<file path="config.mk">
export PLATFORM = sky130hd
export DESIGN_NAME = dual_mux_latch
export DESIGN_NICKNAME = d
export VERILOG_FILES = /design/src/mux_latch_pkg.sv /design/src/dual_mux_latch.sv
export VERILOG_INCLUDE_DIRS = /design/src
export SDC_FILE = /design/constraint.sdc
export NUM_CORES = 1
export LEC_CHECK = 0
export BUFFER_PORTS_ARGS = -buffer_cell sky130_fd_sc_hd__buf_2
export CORE_AREA = 5 5 70 72
export DETAILED_ROUTE_END_ITERATION = 16
export DIE_AREA = 0 0 75 77
export PLACE_DENSITY = 0.82
export SLEW_MARGIN = 15
export SYNTH_ARGS = -nofsm -noshare
export SYNTH_HDL_FRONTEND = slang
export SYNTH_SLANG_ARGS = --single-unit
</file>
<file path="constraint.sdc">
create_clock -name ref_clk_i -period 2.64 [get_ports ref_clk_i]
set_input_delay 0.132 -clock ref_clk_i [delete_from_list [all_inputs] [get_ports ref_clk_i]]
set_output_delay 0.132 -clock ref_clk_i [all_outputs]
set_load 0.005 [all_outputs]
</file>
<file path="src/mux_latch_map.svh">
// Purpose: Constants for the dual mux latch block and its register map
// Assumes: Included by its bare name
// Notes: Offsets are byte addresses on a 32-bit Avalon-MM slave
`ifndef MUX_LATCH_MAP_SVH
`define MUX_LATCH_MAP_SVH
// ==========================================
// Register offsets
`define ML_CTRL_OFS 4'h0
`define ML_STAT_OFS 4'h4
// ==========================================
// Control field positions
`define ML_SEL_BIT 0
`define ML_RST_BIT 1
`define ML_CLK_BIT 2
`define ML_EN1_N_BIT 3
`define ML_EN2_N_BIT 4
`define ML_D1L_BIT 5
`define ML_D1H_BIT 6
`define ML_D2L_BIT 7
`define ML_D2H_BIT 8
// ==========================================
// Reset value and unmapped read data
`define ML_CTRL_RST 9'h018
`define ML_UNMAPPED_DATA 32'hdeadbeef
`endif

</file>
<file path="src/mux_latch_pkg.sv">
// Purpose: Types for the dual mux latch block
// Assumes: Nothing else
// Notes: Bus slave states only
package mux_latch_pkg;
  // ==========================================
  // Bus slave states, one-hot
  typedef enum logic [1:0] {
    BUS_IDLE = 2'b01,
    BUS_ACK = 2'b10
  } bus_state_t;
endpackage

</file>
<file path="src/dual_mux_latch.sv">
// Purpose: Two 2-input muxes each feeding a latch, shared select and reset
// Assumes: Pins sampled through two flops; registers over Avalon-MM
// Notes: Latch modelled as a flop updated while its effective clock is low
//
// Functional notes
// - One select and one reset shared
// - Each half clocked alone by its enable
// - Select high routes each second input
// - Select low routes each first input
// - Effective clock low: output follows data
// - Rising effective clock captures selected data
// - Effective clock high: output holds
// - Reset acts only while clock high
`include "mux_latch_map.svh"
module dual_mux_latch (
  // Clock and reset
  input wire logic ref_clk_i,
  input wire logic rst_i,
  // Pins from surrounding logic
  input wire logic sel_pin_i,
  input wire logic reset_pin_i,
  input wire logic shared_clock_i,
  input wire logic en1_n_pin_i,
  input wire logic en2_n_pin_i,
  input wire logic half1_in_low_i,
  input wire logic half1_in_high_i,
  input wire logic half2_in_low_i,
  input wire logic half2_in_high_i,
  // Pin-or-register source select
  input wire logic use_regs_i,
  // Avalon-MM slave
  input wire logic [3:0] avs_address_i,
  input wire logic avs_read_i,
  input wire logic avs_write_i,
  input wire logic [31:0] avs_writedata_i,
  input wire logic [3:0] avs_byteenable_i,
  output logic [31:0] avs_readdata_o,
  output logic avs_waitrequest_o,
  // Latch outputs
  output logic q1_o,
  output logic q2_o
);
  // ==========================================
  // Input synchronisers
  // Pins arrive from another domain; stage one may go metastable.
  // Cost: two cycles of latency on every pin before a latch sees it.
  localparam int NPIN = 9;
  logic [NPIN-1:0] pin_raw;
  logic [NPIN-1:0] pin_s1_r; // First stage, read only by second
  logic [NPIN-1:0] pin_s2_r; // Safe to use
  logic use_s1_r;
  logic use_s2_r;
  assign pin_raw = {half2_in_high_i, half2_in_low_i, half1_in_high_i, half1_in_low_i,
                    en2_n_pin_i, en1_n_pin_i, shared_clock_i, reset_pin_i, sel_pin_i};

  // Two flops per pin, no logic between
  always_ff @(posedge ref_clk_i) begin
    if (rst_i) begin
      pin_s1_r <= '0;
      pin_s2_r <= '0;
      use_s1_r <= 1'b0;
      use_s2_r <= 1'b0;
    end else begin
      pin_s1_r <= pin_raw;
      pin_s2_r <= pin_s1_r;
      use_s1_r <= use_regs_i;
      use_s2_r <= use_s1_r;
    end
  end

  // ==========================================
  // Control register, lets software drive the latch inputs instead of pins
  // Useful for a host that wants the halves with no pins wired at all
  logic [8:0] ctrl_r;
  logic [8:0] src;
  assign src = use_s2_r ? ctrl_r : pin_s2_r;

  // Named views of the chosen source
  wire sel = src[`ML_SEL_BIT];
  wire rst_shared = src[`ML_RST_BIT];
  wire clk_c = src[`ML_CLK_BIT];
  // Enables gate the common clock; driver holds them low to use it
  wire eclk1 = clk_c | src[`ML_EN1_N_BIT];
  wire eclk2 = clk_c | src[`ML_EN2_N_BIT];
  wire d1 = sel ? src[`ML_D1H_BIT] : src[`ML_D1L_BIT];
  wire d2 = sel ? src[`ML_D2H_BIT] : src[`ML_D2L_BIT];

  // ==========================================
  // Latch halves
  // Low clock: follow data, reset ignored; high clock: hold unless reset.
  // Rising edge keeps the value sampled in the last low cycle.
  // Reset only acts in the hold branch, so a transparent half ignores it.
  // Limitation: a pin pulse shorter than one clock may be missed entirely.
  wire q1_nxt = !eclk1 ? d1 : (rst_shared ? 1'b0 : q1_o);
  wire q2_nxt = !eclk2 ? d2 : (rst_shared ? 1'b0 : q2_o);

  // Storage flops; capture on rise falls out of the hold branch
  always_ff @(posedge ref_clk_i) begin
    if (rst_i) begin
      q1_o <= 1'b0;
      q2_o <= 1'b0;
    end else begin
      q1_o <= q1_nxt;
      q2_o <= q2_nxt;
    end
  end

  // ==========================================
  // Avalon-MM slave, one wait cycle on every access
  mux_latch_pkg::bus_state_t bus_r;
  wire req = avs_read_i | avs_write_i;
  wire hit_ctrl = (avs_address_i == `ML_CTRL_OFS);
  wire hit_stat = (avs_address_i == `ML_STAT_OFS);
  wire do_wr = (bus_r == mux_latch_pkg::BUS_ACK) && avs_write_i && hit_ctrl;
  logic [31:0] rd_mux;
  // Decode read data
  // Status word: q1, q2, active source, then both effective clocks
  always_comb begin
    if (hit_ctrl) begin
      rd_mux = {23'h000000, ctrl_r};
    end else if (hit_stat) begin
      rd_mux = {19'h00000, eclk2, eclk1, src, q2_o, q1_o};
    end else begin
      rd_mux = `ML_UNMAPPED_DATA;
    end
  end

  // Handshake: waitrequest low for one cycle after request seen
  // Read word is captured on the request edge and stays until the next
  // access, so the master finds it when it samples waitrequest low.
  always_ff @(posedge ref_clk_i) begin
    if (rst_i) begin
      bus_r <= mux_latch_pkg::BUS_IDLE;
      avs_waitrequest_o <= 1'b1;
      avs_readdata_o <= 32'h00000000;
      ctrl_r <= `ML_CTRL_RST;
    end else begin
      case (bus_r)
        mux_latch_pkg::BUS_IDLE: begin
          if (req) begin
            bus_r <= mux_latch_pkg::BUS_ACK;
            avs_waitrequest_o <= 1'b0;
            avs_readdata_o <= rd_mux;
          end
        end
        default: begin
          bus_r <= mux_latch_pkg::BUS_IDLE;
          avs_waitrequest_o <= 1'b1;
        end
      endcase
      // Byte lanes 0 and 1 carry the nine control bits
      // Upper lanes carry nothing; their data is dropped
      if (do_wr && avs_byteenable_i[0]) begin
        ctrl_r[7:0] <= avs_writedata_i[7:0];
      end
      if (do_wr && avs_byteenable_i[1]) begin
        ctrl_r[8] <= avs_writedata_i[8];
      end
    end
  end
endmodule

</file>
==> results of run 1 <==
==> registers in the layout, summed over array words and instances, names as in the netlist <==
name,flops
q1_o,1
pin_s1_r,9
pin_s2_r,9
use_s2_r,1
bus_r,2
q2_o,1
use_s1_r,1
ctrl_r,9
avs_readdata_o,14
==> worst max-delay path, stage by stage (launching register included) <==
cell,delay [ps]
dfxtp_1,630
mux2_2,410
or2_2,290
o32ai_1,210
==> synthesized netlist by cell type <==
library cell and instances:
or3_1 2, nand2_1 4, nor3_4 1, a32oi_1 1
a211oi_2 1, or2_2 2, o32ai_1 3, inv_1 5
nand3_1 2, or3_4 1, or4_1 1, nor4_1 1
nor2b_1 22, buf_4 19, a211oi_1 7, mux2i_1 15
a21o_1 2, nand2b_1 20, a2bb2oi_1 1, nor2_1 7
conb_1 1, or3b_2 2, clkbuf_1 8, mux2_2 7
buf_2 2, dfxtp_1 47, nand4bb_1 1, a21oi_1 9
o22ai_1 8, or4b_1 1, nor3_1 5
==> per-layer routing <==
layer	GRT usage (%)	up-vias	part of all wire, %
met5	0	-	0
met1	17.2	673	43
met4	7.83	0	1.9
li1	-	773	-
met3	4.18	8	7.7
met2	22.9	48	47
==> final cells by class <==
class | instances | area, µm² | area share (%)
timing repair buffer | 57 | 285 | 12.3
inverter | 5 | 18.8 | 0.811
clock buffer | 6 | 72.6 | 3.14
tap | 52 | 65.1 | 2.81
multi-input combinational | 132 | 915 | 39.5
clock inverter | 2 | 16.3 | 0.703
sequential | 47 | 941 | 40.7
==> stage by stage <==
stage          cells  worst slack (ps)  hold slack (ps)  power (µW)
6_report         301              1000             31.4        1400
5_1_grt          301               921             27.8        1470
4_1_cts          301               997             25.2        1420
3_5_place_dp     293              1030              344         994
3_3_place_gp     293              1040              342         988
2_1_floorplan    213              1320              260         941
==> worst paths after layout <==
check,depth (start not counted),end,from
hold / removal,2,pin_s1_r[7],half2_in_low_i
hold reg to reg,1,use_s2_r,use_s1_r
setup reg to reg,3,q2_o,use_s2_r
setup / recovery,3,q2_o,use_s2_r
==> cells by family after synthesis <==
| logic type | synth area share (%) |
|---|---|
| compound gates | 10.7 |
| buf+inv | 9.88 |
| flops | 46.2 |
| mux | 11.2 |
| other cells | 0.184 |
| simple gates | 21.8 |
==> power breakdown <==
group	internal [µW]	leakage, µW	switching, µW
Sequential	754	0.000388	24.2
Combinational	101	0.000563	97.4
Clock	190	0.0000418	238
==> key figures, run 1 <==
Floorplan
  – Area of the die: 5780 µm²
  – # IOs: 89
  – Die X-Extent: 75 µm
  – CORE AREA: 4230 µm²
  – Die height: 77 µm
  – Initial Utilization: 48.1%
  – Rows: 24

GRT
  – Vias in the first global route: 1491
  – Largest net degree at the start of global routing: 57
  – Global route total overflow: 0
  – Antenna violations before repair: 0
  – Tot GR Track Use: 14.5%
  – Global-route wire length before repair: 6.38 mm

Worst hold path
  – Worst hold path class: input port to flip-flop

CTS
  – H-tree depth: 2
  – Clock Path Buffers: 2
  – Worst-path clk slew: 80 ps
  – Root Driver: clkbuf_8
  – Hold-fix buffers at CTS: 0
  – Post-CTS Setup Repair Bufs: 0
  – Worst-Skew Late Latency: 300 ps
  – CTS tree: built
  – Clock Sink Count: 47
  – Post-cts resize count: 0
  – TritonCTS Buffers: 5

Layout
  – Area Growth Syn to Fin: 13.5%
  – # fillers: 397
  – Post-route cell area: 2310 µm²
  – Post-layout util: 54.6%
  – Layout cell share with drive strength beyond 1: 31.3%
  – Most frequent cells in the layout: buf_2 (57), dfxtp_1 (47), nor2b_1 (22), nand2b_1 (20), mux2i_1 (15)
  – Diodes inserted: 0
  – Most common cell after layout, fill and taps aside: buf_2
  – Layout Nets: 302

Placed design
  – Post-DP Area: 2220 µm²
  – Port Buffers: 57
  – Placed wire-length estimate: 2.86 mm
  – RD Place Congestion: 0.774

Timing
  – FMAX: 612 MHz
  – TNS Setup: 0 ps
  – Final worst path period need: 1640 ps
  – Clk_skew: 2.70 ps
  – Worst slew margin: 44.5%
  – RSZ-0062 raised after global routing: false
  – Final Max Slew Viols: 0
  – Final setup fails: 0
  – Final period util: 61.9%
  – Worst Tran Pin Value: 833 ps
  – Fin. Hold Viols: 0

Worst setup path
  – Crit path max fanout: 13
  – FF-to-FF setup slack: 1000 ps
  – Nature of the critical path startpoint: flip-flop
  – Critical Path RT: 2850 ps
  – Arr. time, crit path: 1850 ps
  – CP Capture Type: flip-flop
  – Setup CP Type: flip-flop to flip-flop

Routing
  – DR iter-0 viols: 58
  – Post-Route WL: 3.86 mm
  – Post-DR vias/cell: 4.99
  – Drc violations: 0
  – WL/cell: 12.8 µm
  – DRT Pass-1 Iters: 4
  – DRT antenna net count: 0
  – DR vias: 1502

Yosys
  – Seq/Total Area, Yosys: 46.2%
  – Synth Register Bits: 47
  – Syn_area_per_cell: 9.80 µm²
  – Top cell type's share of synthesized area: 46.2%
  – Mapped Cells: 208
  – Mapped cell area: 2040 µm²
  – Largest cells by area after synthesis: dfxtp_1 (46%), mux2i_1 (7.4%), buf_4 (7.0%), nor2b_1 (6.8%), nand2b_1 (6.1%)
  – Yosys top cell by area: dfxtp_1
  – Ys Warns: 0
  – Yosys cell types: 31

Flow run
  – Max_cap viols: 0

Pwr
  – Peak VDD IR: 0.294 mV
  – Lkg Pwr: 0.000993 µW
  – Power Dens Cells: 607 nW/µm²

Run status
  – Status: completed
Note: power is estimated with default switching activity, not from simulation.
==> inputs of run 2 (changes only) <==
--- a/config.mk
+++ b/config.mk
@@ -7,10 +7,10 @@
 export NUM_CORES = 1
 export LEC_CHECK = 0
 export BUFFER_PORTS_ARGS = -buffer_cell sky130_fd_sc_hd__buf_2
-export CORE_AREA = 5 5 70 72
+export CORE_AREA = 5 5 76 78
 export DETAILED_ROUTE_END_ITERATION = 16
-export DIE_AREA = 0 0 75 77
-export PLACE_DENSITY = 0.82
+export DIE_AREA = 0 0 81 83
+export PLACE_DENSITY = 0.73
 export SLEW_MARGIN = 15
 export SYNTH_ARGS = -nofsm -noshare
 export SYNTH_HDL_FRONTEND = slang
==> constraint.sdc (replaced) <==
create_clock -name ref_clk_i -period 1.49 [get_ports ref_clk_i]
set_input_delay 0.0745 -clock ref_clk_i [delete_from_list [all_inputs] [get_ports ref_clk_i]]
set_output_delay 0.0745 -clock ref_clk_i [all_outputs]
set_load 0.005 [all_outputs]
==> key figures, run 2 (synthesis results as in run 1) <==
Layout
  – Most frequent cells in the layout: buf_2 (57), dfxtp_1 (46), nor2b_1 (22), nand2b_1 (20), mux2i_1 (15)
  – Max FFs per register: 14 (unchanged)
  – Most common cell after layout, fill and taps aside: buf_2
  – Layout Nets: 322 (+6.6%)
  – Diodes inserted: 0 (unchanged)
  – Post-layout util: 50.9% (-3.7 points)
  – Area Growth Syn to Fin: 25.2%
  – Post-route cell area: 2550 µm² (+10%)
  – Fin cells: 339 (+13%)
  – # fillers: 488 (+23%)
  – Layout cell share with drive strength beyond 1: 33.5% (+2.1 points)
  – Top reg by flops: avs_readdata_o

Pwr
  – Lkg Pwr: 0.00110 µW (+11%)
  – Power Dens Cells: 1060 nW/µm² (+75%)
  – Peak VDD IR: 0.598 mV (+100%)

Routing
  – Post-Route WL: 4.13 mm (+7.1%)
  – DR iter-0 viols: 60 (+3.4%)
  – Routed wl met3: 298 µm (+1.0%)
  – Top layer in use: met4
  – WL/cell: 12.2 µm (-4.9%)
  – DRT antenna net count: 0 (unchanged)
  – DR vias: 1577 (+5.0%)
  – Met1 wire length: 1.72 mm (+3.1%)
  – Drc violations: 0 (unchanged)
  – Metal2 WL: 2.05 mm (+13%)
  – DRT Pass-1 Iters: 4 (unchanged)
  – Post-DR vias/cell: 4.65 (-6.8%)

Timing
  – Final Max Slew Viols: 0 (unchanged)
  – TNS Setup: 0 ps (unchanged)
  – Setup WS post-layout: 67.5 ps (-937 ps)
  – Worst slew margin: 65.3% (+21 points)
  – Worst Tran Pin Value: 519 ps (-314 ps)
  – Final worst path period need: 1420 ps (-213 ps)
  – RSZ-0062 raised after global routing: false
  – Fin. Hold Viols: 0 (unchanged)
  – Clk_skew: 9.56 ps (+6.86 ps)
  – Final period util: 95.5% (+34 points)
  – Final setup fails: 0 (unchanged)
  – FMAX: 703 MHz (+15%)

GRT
  – Vias in the first global route: 1484 (-0.47%)
  – Global route total overflow: 0 (unchanged)
  – Largest net degree at the start of global routing: 28 (-51%)
  – Antenna violations before repair: 0 (unchanged)
  – Tot GR Track Use: 12.8% (-1.7 points)
  – Global-route wire length before repair: 6.79 mm (+6.4%)

Worst setup path
  – Arr. time, crit path: 1630 ps (-220 ps)
  – Critical Path RT: 1700 ps (-1150 ps)
  – Nature of the critical path startpoint: flip-flop
  – Setup CP Type: flip-flop to flip-flop
  – CP Capture Type: flip-flop
  – CP cell instances: mux2_2, or2_2, o32ai_1
  – Crit path max fanout: 7 (-6)
  – Crit-path slowest cell: dfxtp_2
  – CP max stage delay: 420 ps (-210 ps)

CTS
  – Root Driver: clkbuf_8
  – Clock Sink Count: 47 (unchanged)
  – Post-CTS Setup Repair Bufs: 0 (unchanged)
  – H-tree depth: 2 (unchanged)
  – TritonCTS Buffers: 5 (unchanged)
  – Worst-Skew Late Latency: 300 ps (about the same)
  – CTS tree: built
  – Clock Path Buffers: 2 (unchanged)
  – Worst-path clk slew: 90 ps (about the same)

Floorplan
  – Die height: 83 µm (+7.8%)
  – # IOs: 89 (unchanged)
  – Initial Utilization: 40.7% (-7.5 points)
  – Rows: 26 (+8.3%)
  – Die X-Extent: 81 µm (+8.0%)
  – Area of the die: 6720 µm² (+16%)
  – CORE AREA: 5010 µm² (+18%)

Worst hold path
  – Worst hold path class: input port to flip-flop

Placed design
  – Post-Place Worst Slack: 32.0 ps (-994 ps)
  – Placed wire-length estimate: 3.15 mm (+9.8%)
  – RD Place Congestion: 0.793 (+2.5%)
  – Dpl cells: 321 (+9.6%)
  – Port Buffers: 57 (unchanged)
  – Post-DP Area: 2330 µm² (+4.9%)

Run status
  – Status: completed

Flow run
  – Max_cap viols: 0 (unchanged)
-- run 2: timing repair --
action | 4_1_cts | 5_1_grt
setup endpoints to repair | 1 | 0
hold buffers | 10 | 0
endpoints found under the hold margin | 10 | 0
resized for setup | 1 | 0
-- run 2: routing by layer --
metal | GRT usage (%) | up-vias
li1 | - | 806
met1 | 15.4 | 711
met2 | 21.4 | 55
met3 | 3.68 | 5
met4 | 4.15 | 0
met5 | 0 | -
-- run 2: power breakdown --
| group | switching, µW | internal (µW) | leakage, µW | total (µW) |
|---|---|---|---|---|
| Sequential | 40.4 | 1340 | 0.000388 | 1380 |
| Clock | 432 | 508 | 0.0000587 | 940 |
| Combinational | 181 | 211 | 0.000658 | 392 |
| Total | 653 | 2050 | 0.00110 | 2710 |
-- run 2: final cells by class --
class                      instances  area [µm²]  share of cell area, %
inverter                           5        18.8                  0.735
tap                               70        87.6                   3.43
clock inverter                     3        47.5                   1.86
sequential                        47         942                   36.9
timing repair buffer              77         473                   18.5
multi-input combinational        132         915                   35.8
clock buffer                       5        68.8                   2.70
-- run 2: path summary, 6_finish.rpt --
kind,startpoint,endpoint,slack [ps],depth (start not counted)
setup / recovery,use_s2_r,q2_o,70,3
hold / removal,avs_writedata_i[8],ctrl_r[8],20,3
setup reg to reg,use_s2_r,q2_o,70,3
hold reg to reg,pin_s1_r[5],pin_s2_r[5],440,1
-- run 2: metrics by stage --
| step | hold slack (ps) | total power, µW |
|---|---|---|
| after global placement | 285 | 1770 |
| final | 24.0 | 2710 |
| after detailed placement | 286 | 1780 |
| after global routing | 29.7 | 2850 |
| after CTS | 19.1 | 2740 |
| after floorplan | 203 | 1670 |
-- run 2: worst max-delay path, delay by kind of cell (launching register included) --
family	cells	cell delay, ps
muxes	1	370
DFF	1	420
AOI/OAI and AO/OA	1	250
and+or+nand+nor	1	290
==> inputs of run 3 (changes only) <==
--- a/config.mk
+++ b/config.mk
@@ -11,6 +11,7 @@
 export DETAILED_ROUTE_END_ITERATION = 16
 export DIE_AREA = 0 0 81 83
 export PLACE_DENSITY = 0.73
+export SETUP_SLACK_MARGIN = 0.1
 export SLEW_MARGIN = 15
 export SYNTH_ARGS = -nofsm -noshare
 export SYNTH_HDL_FRONTEND = slang
==> key figures, run 3 (synthesis results as in run 1) <==
Run status
  – Status: completed

Worst hold path
  – Worst hold path class: input port to flip-flop

Placed design
  – Placed wire-length estimate: 3.15 mm (unchanged)
  – RD Place Congestion: 0.793 (unchanged)
  – Port Buffers: 57 (unchanged)
  – Dpl cells: 321 (unchanged)

CTS
  – CTS tree: built
  – Worst-path clk slew: 90 ps (about the same)
  – Post-CTS Setup Repair Bufs: 0 (unchanged)
  – Worst-Skew Late Latency: 300 ps (about the same)
  – H-tree depth: 2 (unchanged)
  – Clock Sink Count: 47 (unchanged)
  – TritonCTS Buffers: 5 (unchanged)
  – Clock Path Buffers: 2 (unchanged)
  – Root Driver: clkbuf_8

Timing
  – Final setup fails: 0 (unchanged)
  – Clk_skew: 9.38 ps (-0.178 ps)
  – TNS Setup: 0 ps (unchanged)
  – Worst slew margin: 65.1% (-0.15 points)
  – FMAX: 740 MHz (+5.3%)
  – Worst Tran Pin Value: 521 ps (+2.24 ps)
  – Final period util: 90.7% (-4.8 points)
  – Fin. Hold Viols: 0 (unchanged)
  – RSZ-0062 raised after global routing: false
  – Final worst path period need: 1350 ps (-71.0 ps)
  – Final Max Slew Viols: 0 (unchanged)

Worst setup path
  – Arr. time, crit path: 1570 ps (-60 ps)
  – Setup CP Type: flip-flop to flip-flop
  – Crit path max fanout: 7 (unchanged)
  – Critical Path RT: 1700 ps (about the same)
  – CP Capture Type: flip-flop
  – Nature of the critical path startpoint: flip-flop

Layout
  – Reg area: 945 µm² (+0.27%)
  – Most common cell after layout, fill and taps aside: buf_2
  – Layout cell share with drive strength beyond 1: 34.6% (+1.1 points)
  – Max FFs per register: 14 (unchanged)
  – Top reg by flops: avs_readdata_o
  – Fin cells: 339 (unchanged)
  – Area of the multi-input gates: 935 µm² (+2.2%)
  – Area Growth Syn to Fin: 26.3%
  – # fillers: 488 (unchanged)
  – Diodes inserted: 0 (unchanged)
  – Layout Nets: 322 (unchanged)
  – Most frequent cells in the layout: buf_2 (57), dfxtp_1 (46), nor2b_1 (22), nand2b_1 (20), mux2i_1 (15)

Floorplan
  – Die X-Extent: 81 µm (unchanged)
  – CORE AREA: 5010 µm² (unchanged)
  – Initial Utilization: 40.7% (unchanged)
  – # IOs: 89 (unchanged)
  – Die height: 83 µm (unchanged)
  – Area of the die: 6720 µm² (unchanged)
  – Rows: 26 (unchanged)

Routing
  – Post-DR vias/cell: 4.67 (+0.32%)
  – DR iter-0 viols: 50 (-17%)
  – DRT Pass-1 Iters: 4 (unchanged)
  – DR vias: 1582 (+0.32%)
  – WL/cell: 12.2 µm (-0.12%)
  – DRT antenna net count: 0 (unchanged)
  – Drc violations: 0 (unchanged)
  – Post-Route WL: 4.12 mm (-0.12%)

Pwr
  – Peak VDD IR: 0.599 mV (+0.12%)
  – Clock share of power: 34.6% (about the same)
  – Power Dens Cells: 1050 nW/µm² (-0.85%)
  – Switch Pwr: 653 µW (about the same)
  – Pint: 2060 µW (about the same)
  – Combinational share of power: 14.7% (+0.2 points)
  – Lkg Pwr: 0.00111 µW (+0.38%)
  – Switching Share: 24.1% (about the same)
  – Seq pwr share: 50.8% (about the same)

GRT
  – Global-route wire length before repair: 6.80 mm (+0.21%)
  – Antenna violations before repair: 0 (unchanged)
  – Largest net degree at the start of global routing: 28 (unchanged)
  – Tot GR Track Use: 12.8% (+0.022 points)
  – Global route total overflow: 0 (unchanged)
  – Vias in the first global route: 1484 (unchanged)

Flow run
  – Max_cap viols: 0 (unchanged)
run 3: cell type report:
type	count	share of cell area [%]
Sequential cell	47	36.7
Multi-Input combinational cell	132	36.3
Timing Repair Buffer	77	18.4
Tap cell	70	3.40
Clock buffer	5	2.67
Clock inverter	3	1.85
Inverter	5	0.729
run 3: power by group through the flow:
stage                     logic, µW  registers [µW]  clock network (µW)
final                           398            1370                 936
after floorplan                 259            1410                   0
after CTS                       400            1380                 965
after detailed placement        377            1410                   0
after global routing            448            1390                1020
after global placement          370            1400                   0
run 3: layer usage:
metal  up-vias  global-route usage [%]  share of wire (%)
met1       718                    15.5                 42
met3         6                    3.68                6.7
met2        51                    21.4                 50
met4         0                    4.15                1.5
met5         -                       0                  0
li1        807                       -                  -
run 3: through the flow:
stage / util [%] / power [µW] / setup WS, ps / hold WS (ps) / instance area (µm²)
2_1_floorplan: - / 1670 / 172 / 203 / 2060
3_3_place_gp: 46.6 / 1770 / 62.5 / 285 / 2330
3_5_place_dp: 46.6 / 1780 / 32.0 / 286 / 2330
4_1_cts: 51.1 / 2740 / 127 / 19.1 / 2560
5_1_grt: 51.4 / 2850 / 102 / 29.7 / 2570
6_report: 51.4 / 2710 / 138 / 25.7 / 2570
run 3: final timing paths:
| path | cells after the start | startpoint | endpoint | slack (ps) |
|---|---|---|---|---|
| worst max-delay path | 3 | use_s2_r | q2_o | 140 |
| worst min-delay path | 3 | avs_writedata_i[8] | ctrl_r[8] | 30 |
| worst max register to register | 3 | use_s2_r | q2_o | 140 |
| worst min register to register | 1 | pin_s1_r[5] | pin_s2_r[5] | 440 |
run 3: critical path: stages, from the launching register on:
cell and delay, ps:
dfxtp_4 400, mux2_2 350, or2_2 300, o32ai_2 210
run 3: timing repair:
item                                   in CTS  in global routing
hold buffers                               10                  0
setup endpoints to repair                   6                  2
gates resized for setup                     3                  2
endpoints found under the hold margin      10                  0
